`src/rtl/pwm_gate_pkg.sv`:
```
// Shared constants for the PWM generator and the universal edge counter.
// Assumes a single 250 MHz driving clock and a synchronous active-low reset.
package pwm_gate_pkg;

	// Driving clock.
	localparam int SYS_CLK_MHZ = 250;

	// PWM reference divider: the reference tick is the driving clock divided by 512.
	localparam int REF_DIV_W = 9;
	localparam logic [REF_DIV_W-1:0] REF_DIV_LAST = 9'h1FF;

	// PWM period of 64 reference clocks, six-bit power value.
	localparam int PWM_PHASE_W = 6;
	localparam logic [PWM_PHASE_W-1:0] PWM_PHASE_LAST = 6'h3F;
	localparam logic [PWM_PHASE_W-1:0] POWER_RESET = 6'h00;

	// Gate divider width and default division exponents (2^22 and 2^26).
	localparam int GATE_DIV_W = 26;
	localparam int GATE1_DIV_LOG2 = 22;
	localparam int GATE2_DIV_LOG2 = 26;

	// Universal counter width and its reset value.
	localparam int CNT_W = 12;
	localparam logic [CNT_W-1:0] CNT_RESET = 12'h000;
	localparam logic [CNT_W-1:0] CNT_ONE = 12'h001;

	// Width of the link terminals and pin banks.
	localparam int LINK_W = 16;

	// Positions inside the synchronised pin vector.
	localparam int SP_PIN0 = 0;
	localparam int SP_IOSEL = 16;
	localparam int SP_CTL_A = 19;
	localparam int SP_CTL_B = 20;
	localparam int SP_CHAIN = 21;
	localparam int SP_SECOND_STROBE_OUT = 22;
	localparam int SYNC_W = 23;

	// Pin positions within the pin bank.
	localparam int PIN_COUNT_IN = 4;
	localparam int PIN_GATE = 5;
	localparam int PIN_MODE0 = 6;
	localparam int PIN_MODE1 = 7;

	// Link terminal positions for power and run requests and the aux pass-through.
	localparam int LO_POWER_LSB = 0;
	localparam int LO_FWD_RUN = 6;
	localparam int LO_REV_RUN = 7;
	localparam int LO_AUX_LSB = 8;

	// Counting modes chosen by the two mode pins.
	typedef enum logic [1:0] {
		CM_FREE,
		CM_GATE1,
		CM_GATE2,
		CM_EXT_GATE
	} count_mode_t;

endpackage

```
`src/rtl/pin_sync3.sv`:
```
// Three-stage synchroniser bank for asynchronous pin inputs.
// Assumes one clock; a bit's output changes only once stages two and three agree.
`timescale 1ns/1ps

module pin_sync3 #(
	parameter int WIDTH = 1
) (
	// Clock and reset.
	input wire logic i_sys_clk,
	input wire logic i_reset_n,
	// Asynchronous inputs and their settled copy.
	input wire logic [WIDTH-1:0] i_async,
	output logic [WIDTH-1:0] o_sync
);

	logic [WIDTH-1:0] stage1_q;
	logic [WIDTH-1:0] stage2_q;
	logic [WIDTH-1:0] stage3_q;

	// Shift chain; the first stage feeds only the second.
	always_ff @(posedge i_sys_clk)
	begin
		if (!i_reset_n)
		begin
			stage1_q <= '0;
			stage2_q <= '0;
			stage3_q <= '0;
		end
		else
		begin
			stage1_q <= i_async;
			stage2_q <= stage1_q;
			stage3_q <= stage2_q;
		end
	end

	// Accept a new level per bit only when the last two stages agree.
	always_ff @(posedge i_sys_clk)
	begin
		if (!i_reset_n)
			o_sync <= '0;
		else
		begin
			for (int i = 0; i < WIDTH; i++)
			begin
				if (stage2_q[i] == stage3_q[i])
					o_sync[i] <= stage3_q[i];
			end
		end
	end

endmodule

```
`src/rtl/pwm_and_gate_counter.sv`:
```
// Two-channel direction-aware PWM generator and 12-bit universal edge counter.
// Assumes the link core drives the output terminals on the same clock and
// that every pin input is asynchronous to the driving clock.
`timescale 1ns/1ps

// Summary of operation
// - Reference select low: reference tick is driving clock divided by 512.
// - Reference select high: reference tick follows the external reference clock.
// - Direction swap exchanges forward and reverse channel outputs.
// - Polarity invert low: enable drives high; high: enable drives low.
// - Inverted polarity with both runs: no pulses, both enables high.
// - Power and run requests are sampled once per 64 reference clocks.
// - Direction swap and polarity invert act on the outputs immediately.
// - All three mode-select pins high select PWM mode 2.
// - In PWM modes, chain and strobe pins become PWM control inputs.
// - Mode 2 maps PWM to pins 12-15 and counter to link bits 0-11.
// - PWM modes force strobe order low, handshake select high, chain unused.
// - A 12-bit up-counter counts rising edges of the count input.
// - After its maximum the counter wraps to zero and keeps counting.
// - Reset clears the counter and the gate holding register.
// - Two mode pins choose free, internal gate 1, internal gate 2, external gate.
// - Free mode counts while clear is high; low holds counter at zero.
// - Internal gate 1 divides the driving clock by 4,194,304.
// - Gated: count while high, hold on fall, clear on rise.
// - Single run request enables and pulses its channel; both run idle.
// - Period is 64 reference clocks, high for power plus one.
// - Internal gate 2 divides the driving clock by 67,108,864.
// - External gate mode uses the gate pin level as the gate.
module pwm_and_gate_counter
	import pwm_gate_pkg::*;
#(
	parameter int GATE1_LOG2 = GATE1_DIV_LOG2,
	parameter int GATE2_LOG2 = GATE2_DIV_LOG2
) (
	// Clock and reset.
	input wire logic i_sys_clk,
	input wire logic i_reset_n,
	// Link core output terminals.
	input wire logic [LINK_W-1:0] i_link_output_bit,
	// Pin inputs.
	input wire logic [LINK_W-1:0] i_ext_pin,
	input wire logic [2:0] i_io_select,
	input wire logic i_strobe_ctl_a_pin,
	input wire logic i_strobe_ctl_b_pin,
	input wire logic i_chain_pin,
	input wire logic i_second_strobe_pin,
	// PWM outputs to pins 12 to 15.
	output logic o_forward_pulse_out,
	output logic o_reverse_pulse_out,
	output logic o_forward_enable_out,
	output logic o_reverse_enable_out,
	// Link core input terminals and pass-through terminals.
	output logic [LINK_W-1:0] o_link_input_bit,
	output logic [3:0] o_aux_output,
	// Mode and strobe control towards the link core.
	output logic o_pwm_mode,
	output logic o_pwm_mode2,
	output logic o_strobe_order_select,
	output logic o_handshake_select,
	output logic o_chain_strobe_disable
);

	////////////////////////////////////////////////////////////////////////
	// Pin synchronisation.

	logic [SYNC_W-1:0] pins_s;

	// All pin inputs cross into the clock domain through three stages.
	pin_sync3 #(
		.WIDTH(SYNC_W)
	) u_pin_sync (
		.i_sys_clk(i_sys_clk),
		.i_reset_n(i_reset_n),
		.i_async({i_second_strobe_pin, i_chain_pin, i_strobe_ctl_b_pin,
			i_strobe_ctl_a_pin, i_io_select, i_ext_pin}),
		.o_sync(pins_s)
	);

	logic [2:0] io_select;
	logic pwm_mode;
	logic pwm_mode2;
	logic direction_swap;
	logic ref_clock_select;
	logic enable_polarity_invert;
	logic external_ref_clock;
	logic count_input;
	logic gate_pin;
	count_mode_t count_mode;

	// Pin roles in the PWM modes.
	assign io_select = pins_s[SP_IOSEL+:3];
	assign pwm_mode = io_select[2] & io_select[1];
	assign pwm_mode2 = &io_select;
	assign direction_swap = pins_s[SP_CTL_A];
	assign ref_clock_select = pins_s[SP_CTL_B];
	assign enable_polarity_invert = pins_s[SP_CHAIN];
	assign external_ref_clock = pins_s[SP_SECOND_STROBE_OUT];
	assign count_input = pins_s[SP_PIN0+PIN_COUNT_IN];
	assign gate_pin = pins_s[SP_PIN0+PIN_GATE];
	assign count_mode = count_mode_t'({pins_s[SP_PIN0+PIN_MODE1],
		pins_s[SP_PIN0+PIN_MODE0]});

	// Enable level for one channel under the polarity control.
	function automatic logic enable_level(input logic active, input logic invert);
		enable_level = active ^ invert;
	endfunction

	////////////////////////////////////////////////////////////////////////
	// Reference clock generation.

	logic [REF_DIV_W-1:0] ref_div_q;
	logic ext_ref_prev_q;
	logic ref_tick;

	// Free-running divider for the internal reference.
	always_ff @(posedge i_sys_clk)
	begin
		if (!i_reset_n)
			ref_div_q <= '0;
		else
			ref_div_q <= ref_div_q + 1'b1;
	end

	// Previous level of the synchronised external reference.
	always_ff @(posedge i_sys_clk)
	begin
		if (!i_reset_n)
			ext_ref_prev_q <= 1'b0;
		else
			ext_ref_prev_q <= external_ref_clock;
	end

	// One-cycle reference tick from the selected source.
	always_comb
	begin
		if (ref_clock_select)
			ref_tick = external_ref_clock & ~ext_ref_prev_q;
		else
			ref_tick = (ref_div_q == REF_DIV_LAST);
	end

	////////////////////////////////////////////////////////////////////////
	// PWM period and sampling.

	logic [PWM_PHASE_W-1:0] phase_q;
	logic [PWM_PHASE_W-1:0] power_q;
	logic fwd_run_q;
	logic rev_run_q;

	// Phase counter runs over 64 reference clocks.
	always_ff @(posedge i_sys_clk)
	begin
		if (!i_reset_n)
			phase_q <= '0;
		else if (ref_tick)
			phase_q <= phase_q + 1'b1;
	end

	// Power and run requests are taken only at the period boundary.
	always_ff @(posedge i_sys_clk)
	begin
		if (!i_reset_n)
		begin
			power_q <= POWER_RESET;
			fwd_run_q <= 1'b0;
			rev_run_q <= 1'b0;
		end
		else if (ref_tick && phase_q == PWM_PHASE_LAST)
		begin
			power_q <= i_link_output_bit[LO_POWER_LSB+:PWM_PHASE_W];
			fwd_run_q <= i_link_output_bit[LO_FWD_RUN];
			rev_run_q <= i_link_output_bit[LO_REV_RUN];
		end
	end

	////////////////////////////////////////////////////////////////////////
	// PWM outputs.

	logic pwm_level;
	logic fwd_only;
	logic rev_only;
	logic fwd_act;
	logic rev_act;

	// High for power plus one reference clocks; 3F stays high.
	assign pwm_level = (phase_q <= power_q);
	// Both requests at once leave both channels idle.
	assign fwd_only = fwd_run_q & ~rev_run_q;
	assign rev_only = rev_run_q & ~fwd_run_q;
	// Swap reacts to the current pin level, not the period boundary.
	assign fwd_act = direction_swap ? rev_only : fwd_only;
	assign rev_act = direction_swap ? fwd_only : rev_only;

	// Pulse and enable outputs; idle low outside the PWM modes.
	always_ff @(posedge i_sys_clk)
	begin
		if (!i_reset_n)
		begin
			o_forward_pulse_out <= 1'b0;
			o_reverse_pulse_out <= 1'b0;
			o_forward_enable_out <= 1'b0;
			o_reverse_enable_out <= 1'b0;
		end
		else
		begin
			o_forward_pulse_out <= pwm_mode & fwd_act & pwm_level;
			o_reverse_pulse_out <= pwm_mode & rev_act & pwm_level;
			o_forward_enable_out <= pwm_mode &
				enable_level(fwd_act, enable_polarity_invert);
			o_reverse_enable_out <= pwm_mode &
				enable_level(rev_act, enable_polarity_invert);
		end
	end

	////////////////////////////////////////////////////////////////////////
	// Gate generation.

	logic [GATE_DIV_W-1:0] gate_div_q;
	logic gate;
	logic gate_prev_q;
	logic count_prev_q;
	logic count_rise;

	// Free-running gate divider; bit n-1 is the clock divided by 2^n.
	always_ff @(posedge i_sys_clk)
	begin
		if (!i_reset_n)
			gate_div_q <= '0;
		else
			gate_div_q <= gate_div_q + 1'b1;
	end

	// Gate source per counting mode.
	always_comb
	begin
		case (count_mode)
			CM_GATE1: gate = gate_div_q[GATE1_LOG2-1];
			CM_GATE2: gate = gate_div_q[GATE2_LOG2-1];
			CM_EXT_GATE: gate = gate_pin;
			default: gate = gate_pin;
		endcase
	end

	// Edge history of the gate and the count input.
	always_ff @(posedge i_sys_clk)
	begin
		if (!i_reset_n)
		begin
			gate_prev_q <= 1'b0;
			count_prev_q <= 1'b0;
		end
		else
		begin
			gate_prev_q <= gate;
			count_prev_q <= count_input;
		end
	end

	assign count_rise = count_input & ~count_prev_q;

	////////////////////////////////////////////////////////////////////////
	// Universal counter.

	logic [CNT_W-1:0] count_q;
	logic [CNT_W-1:0] hold_q;

	// Count, clear and wrap behaviour in every mode.
	always_ff @(posedge i_sys_clk)
	begin
		if (!i_reset_n)
			count_q <= CNT_RESET;
		else if (count_mode == CM_FREE)
		begin
			if (!gate)
				count_q <= CNT_RESET;
			else if (count_rise)
				count_q <= count_q + CNT_ONE;
		end
		else if (gate && !gate_prev_q)
			count_q <= CNT_RESET;
		else if (gate && count_rise)
			count_q <= count_q + CNT_ONE;
	end

	// Holding register takes the count on the gate's falling edge outside free mode.
	always_ff @(posedge i_sys_clk)
	begin
		if (!i_reset_n)
			hold_q <= CNT_RESET;
		else if (count_mode != CM_FREE && !gate && gate_prev_q)
			hold_q <= count_q;
	end

	////////////////////////////////////////////////////////////////////////
	// Link terminals and mode control.

	// Counter value on bits 0-11, pins 0-3 on bits 12-15 in mode 2.
	always_ff @(posedge i_sys_clk)
	begin
		if (!i_reset_n)
			o_link_input_bit <= '0;
		else if (pwm_mode2)
			o_link_input_bit <= {pins_s[SP_PIN0+:4],
				(count_mode == CM_FREE) ? count_q : hold_q};
		else
			o_link_input_bit <= '0;
	end

	// Output terminals 8-11 pass straight on; mode and strobe overrides.
	always_ff @(posedge i_sys_clk)
	begin
		if (!i_reset_n)
		begin
			o_aux_output <= '0;
			o_pwm_mode <= 1'b0;
			o_pwm_mode2 <= 1'b0;
			o_strobe_order_select <= 1'b0;
			o_handshake_select <= 1'b0;
			o_chain_strobe_disable <= 1'b0;
		end
		else
		begin
			o_aux_output <= i_link_output_bit[LO_AUX_LSB+:4];
			o_pwm_mode <= pwm_mode;
			o_pwm_mode2 <= pwm_mode2;
			o_strobe_order_select <= pwm_mode ? 1'b0 : pins_s[SP_CTL_A];
			o_handshake_select <= pwm_mode ? 1'b1 : pins_s[SP_CTL_B];
			o_chain_strobe_disable <= pwm_mode;
		end
	end

endmodule

```
`config.mk`:
```
export PLATFORM = sky130hd
export DESIGN_NAME = pwm_and_gate_counter
export DESIGN_NICKNAME = d
export VERILOG_FILES = /design/src/rtl/pwm_gate_pkg.sv /design/src/rtl/pin_sync3.sv /design/src/rtl/pwm_and_gate_counter.sv
export SDC_FILE = /design/constraint.sdc
export NUM_CORES = 1
export LEC_CHECK = 0
export BUFFER_PORTS_ARGS = -buffer_cell sky130_fd_sc_hd__buf_4
export CELL_PAD_IN_SITES_DETAIL_PLACEMENT = 1
export CELL_PAD_IN_SITES_GLOBAL_PLACEMENT = 2
export CORE_MARGIN = 2
export CORE_UTILIZATION = 35
export CTS_CLUSTER_DIAMETER = 40
export DETAILED_ROUTE_END_ITERATION = 10
export PLACE_DENSITY = 0.78
export SLEW_MARGIN = 10
export SYNTH_ARGS = -nofsm -noshare
export SYNTH_HDL_FRONTEND = slang
export SYNTH_SLANG_ARGS = --single-unit
```
`constraint.sdc`:
```
create_clock -name i_sys_clk -period 5.05 [get_ports i_sys_clk]
set_input_delay 0.505 -clock i_sys_clk [delete_from_list [all_inputs] [get_ports i_sys_clk]]
set_output_delay 0.505 -clock i_sys_clk [all_outputs]
set_load 0.05 [all_outputs]
```
Word level (Yosys, flattened, before mapping). Index checks and enable logic that the tools add are counted.

Register bits after elaboration: 188. Input port bits: 41. Output and inout port bits: 29. Logic and storage cells: 107.

Add/sub/neg operators: 4. $lt $le $gt $ge: 1. Equality and inequality tests: 20. Mux-type cells: 11. Bitwise logic cells: 18. Reduce and logical (&&, ||, !) cells: 14.

Operator list (number): two-way mux 12 bit (6); adder 26 x 1 -> 26 bit, second input constant (1); == test 1 bit (15); adder 12 x 1 -> 12 bit, second input constant (1); AND 1 bit (11); adder 9 x 1 -> 9 bit, second input constant (1); == test 9 bit, second input constant (1); adder 6 x 1 -> 6 bit, second input constant (1); == test 6 bit, second input constant (1); <= comparator 6 bit (1); logical AND 1 bit (5); NOT 1 bit (5); two-way mux 1 bit (4); AND reduction 4 bit (1); != test 3 bit, second input constant (1); AND reduction 3 bit (1); nonzero test 3 bit (1); == test 2 x 1 -> 1 bit, second input constant (1); == test 2 bit, second input constant (1); zero test 1 bit (2); zero test 2 bit (1); one-hot mux 1 bit (2 select lines) (1); AND reduction 2 bit (1); nonzero test 2 bit (1); 2 further kinds (3).

Longest topological paths before layout.
Depth in word-level cells: 6. Depth in mapped cells: 9. Gate-level depth less buffers: 8.

By module. From an unflattened synthesis, not the netlist that was laid out.

Cells, all modules: 727. Area total of the unflattened synthesis: 7206.9 sq um.

Modules (own cells, without submodules): pwm_and_gate_counter (times used 1, cells an instance 487, area an instance 4489.3 sq um, seq. area each 2082.0 sq um); pin_sync3 (times used 1, cells an instance 240, area an instance 2717.6 sq um, seq. area each 1841.8 sq um).

Worst setup path after synthesis. Ideal clock, no wire load.

Path kind: register to register. From: reg u_pin_sync.o_sync[6]. To: reg count_q[9]. Library setup time: 0.072 ns. Data arrival time: 1.844 ns. Data required time: 4.978 ns. Slack: 3.134 ns. Cell stages (with the launch flop): 9. Buffers on the path: 2. Clock period less this slack: 1.916 ns. Path through: dfxtp_1 -> inv_1 -> ha_1 -> or2_2 -> o22a_1 -> buf_2 -> buf_2 -> a21oi_1 -> mux2i_1.

Cells in the longest elaborated chain, start to end: 5. Elaborated cells between the ends (all ways): 12. Classes of those cells: eq/ne (3); mux (4); reduce/logical (5).

RTL lines: start: declaration (RTL line pin_sync3.sv:13) `output logic [WIDTH-1:0] o_sync`; start signal: indexed assignment (RTL line pin_sync3.sv:47) `o_sync[i] <= stage3_q[i];`; == test 2 bit or == test 2 x 1 -> 1 bit (tied branches) (RTL line pwm_and_gate_counter.sv:236) `case (count_mode)`; one-hot mux 1 bit (2 select lines) (RTL line pwm_and_gate_counter.sv:236); logical AND 1 bit (on tied branches) (RTL line pwm_and_gate_counter.sv:279, pwm_and_gate_counter.sv:281); nonzero test 3 bit (no line) or two-way mux 12 bit (tied branches); AND reduction 2 bit (no line) or two-way mux 12 bit (tied branches); end signal: assignment (RTL line pwm_and_gate_counter.sv:277) `count_q <= count_q + CNT_ONE;`; end signal: assignment (RTL line pwm_and_gate_counter.sv:282) `count_q <= count_q + CNT_ONE;`; end: declaration (RTL line pwm_and_gate_counter.sv:264) `logic [CNT_W-1:0] count_q;`.

Several ways; a longest one is shown, not always the timed one. A chain may end at the register's enable or synchronous reset.

Worst setup path after layout.
From: reg u_pin_sync.o_sync[6]. To: reg count_q[8].

Same word-level chain as after synthesis.

==> results.cfg <==
[outcome]
status = finished, final reports clean

[cts]
h-tree-depth = 4
clk_path_buf_depth = 2
root_buffer = clkbuf_16
clk-insertion-delay-late_ps = 420
clk_pin_slew_ps = 70
numCtsBuffers = 17
cts-hold-fix-buffers = 0
cts_setup_buffers = 0
cts-resized-gates = 0
cts_tree = built
clock-sinks = 164

[critical_path]
arrival_ps = 3070
ff2ff_setup_slack_ps = 2300
crit_buf_inv = 1
critical_path.top_delay_family = compound AO/OA/AOI/OAI gates
crit_fanout = 17
reg2reg_from = u_pin_sync.o_sync[6]
max_stage_delay_ps = 820
crit_cells = 6
cp_cell_sequence = inv_1 > ha_1 > nor2_1 > o221ai_1 > nand2_1 > a311oi_1
end_kind = flip-flop
cp.required_ps = 5370
critPathLaunch = u_pin_sync.o_sync[6]
crit_type = flip-flop to flip-flop
crit_path_end = count_q[8]
slowest_stage = o221ai_1
cp-start-kind = flip-flop
reg2reg_depth = 6
worstReg2RegEnd = count_q[8]

[logic_synthesis]
synth_top_cell_area_share = 0.5287
syn_area_per_cell_um2 = 9.452
synth_area_leaders = dfxtp_1 53%, and2_1 5.5%, a21oi_1 4.8%, mux2i_1 4.0%, o21ai_0 3.5%
netlist_instances = 657
ys_types = 48
synth_area_um2 = 6210
synth_ff_type = dfxtp_1
synth-seq-cells = 164
synth-edff-count = 0
synth_common_cells = 164 x dfxtp_1, 59 x a21oi_1, 55 x and2_1
synthArstFlopShare = 0
yosysTopAreaCell = dfxtp_1
synth_seq_area_share = 0.5287
syn_nets = 712
ys_warn_count = 0
synth.most_common_cell = dfxtp_1

[grt]
grt_usage = 0.1546
grt_max_degree = 79
grt_pass1_vias = 4850
antenna_found_initial = 0
overflow = 0
grt_pass1_wl_um = 22940

[cells_and_area]
antennaDiodeCount = 0
nets = 755
drive_above_1_share = 0.1346
area_growth_pct = 18.38
fillers = 1975

[placement]
pre_cts_ws_ps = 2327
hpwl_um = 9157
gp_congestion = 0.7344
portBuffers = 57

[sta]
post-route-min-period_ps = 2749
finalSetupTns_ps = 0
min_period_over_period = 0.5444
hold_violations = 0
slew_violations = 0
fin_skew_ps = 6.733
setup_viol_count_final = 0
max_slew_margin = 0.2111
rsz0062_at_grt = false
timing.fmax_mhz = 363.7
tightest_slew_ps = 1178
finalWorstSetupSlack_ps = 2301

[detailed_routing]
drc = 0
antenna_left = 0
drt_iter0_markers = 191
wl_per_cell_um = 14.58
vias_per_cell = 5.087
drt_first_pass_iters = 4
dr_total_vias = 4772
finalWirelength_um = 13670

[hold_path]
min_path_type = primary input to flip-flop
hold_depth = 2

[die]
die-area_um2 = 18820
start_util = 0.3590
design.core.area_um2 = 17300
num_rows = 48
die_h_um = 137.2
die_x_um = 137.2
io_pins = 70

[power]
peakVddDrop_mv = 0.2386
power.total_uw = 2635
p_leak_uw = 0.002814
powerDensity_nw_per_um2 = 358.5

[run]
max-cap-violations = 0
## sequential cells by signal, indices dropped and copies added (netlist names), 4 cells and up
| register | cells |
|---|---|
| o_aux_output | 4 |
| ref_div_q | 9 |
| power_q | 6 |
| u_pin_sync.stage1_q | 15 |
| u_pin_sync.o_sync | 15 |
| u_pin_sync.stage2_q | 15 |
| u_pin_sync.stage3_q | 15 |
| o_link_input_bit | 16 |
| hold_q | 12 |
| count_q | 12 |
| gate_div_q | 26 |
| phase_q | 6 |
## power by group
group | internal (uW) | total, uW | switching [uW]
Sequential | 1310 | 1320 | 9.34
Combinational | 29.3 | 66.9 | 37.5
Clock | 702 | 1240 | 543
Total | 2040 | 2640 | 590
## cell type report
cell class | count | area (um^2) | share of cell area
Clock inverter | 12 | 121.4 | 0.01651
Tap cell | 225 | 281.5 | 0.03830
Timing Repair Buffer | 59 | 442.9 | 0.06026
Sequential cell | 164 | 3283 | 0.4466
Inverter | 18 | 67.56 | 0.009191
Clock buffer | 20 | 446.7 | 0.06077
Multi-Input combinational cell | 440 | 2708 | 0.3683
## through the flow
step	util	instances	hold slack [ps]	area (um^2)
after floorplan	-	657	411.9	6210
after global placement	0.3921	906	415.4	6783
after detailed placement	0.3921	906	422.2	6783
after CTS	0.4250	938	260.3	7351
after global routing	0.4250	938	265.8	7351
final	0.4250	938	283.2	7351
## layer usage
layer	track usage	routed length, um	vias up
met5	0	0	-
met4	0.05556	198	0
met3	0.04378	586	12
met2	0.2761	6903	88
met1	0.1753	5983	2300
li1	-	-	2372
## cells by family (layout without fill, tap and decap cells)
logic type,Yosys count,after routing,share of synthesized area
buf+inv,53,109,0.03526
simple gates,252,252,0.2218
fa+ha+maj,14,14,0.02821
mux,25,25,0.04030
flops,164,164,0.5287
xor+xnor,23,23,0.03244
compound gates,126,126,0.1132
## how the worst min path moves through the flow
| stage | slack [ps] | from | end |
|---|---|---|---|
| floorplan | 410 | u_pin_sync.stage1_q[0] | u_pin_sync.stage2_q[0] |
| global placement | 420 | u_pin_sync.stage1_q[19] | u_pin_sync.stage2_q[19] |
| detailed placement | 420 | u_pin_sync.stage1_q[0] | u_pin_sync.stage2_q[0] |
| CTS | 260 | i_link_output_bit[8] | o_aux_output[0] |
| global route | 270 | i_link_output_bit[9] | o_aux_output[1] |
| finish | 280 | i_link_output_bit[9] | o_aux_output[1] |
## layout by cell type (no fill, tap or decap), types with 4 or more instances in the layout
cell | synthesis | final
nor2b_1 | 4 | 4
nand2_1 | 41 | 41
mux2i_1 | 25 | 25
clkbuf_16 | 0 | 17
nand4b_1 | 8 | 8
nand4_1 | 18 | 18
dfxtp_1 | 164 | 164
nor4_1 | 4 | 4
ha_1 | 14 | 14
inv_1 | 18 | 17
or3_1 | 5 | 5
nand2b_1 | 5 | 5
nor2_1 | 42 | 42
or4_1 | 6 | 6
and3_1 | 11 | 11
o31ai_1 | 6 | 6
nand3_1 | 37 | 37
a21oi_1 | 59 | 59
xor2_1 | 14 | 14
buf_4 | 1 | 59
o21ai_0 | 43 | 43
and2_1 | 55 | 55
xnor2_1 | 9 | 9
Note: power is estimated with default switching activity, not from simulation.
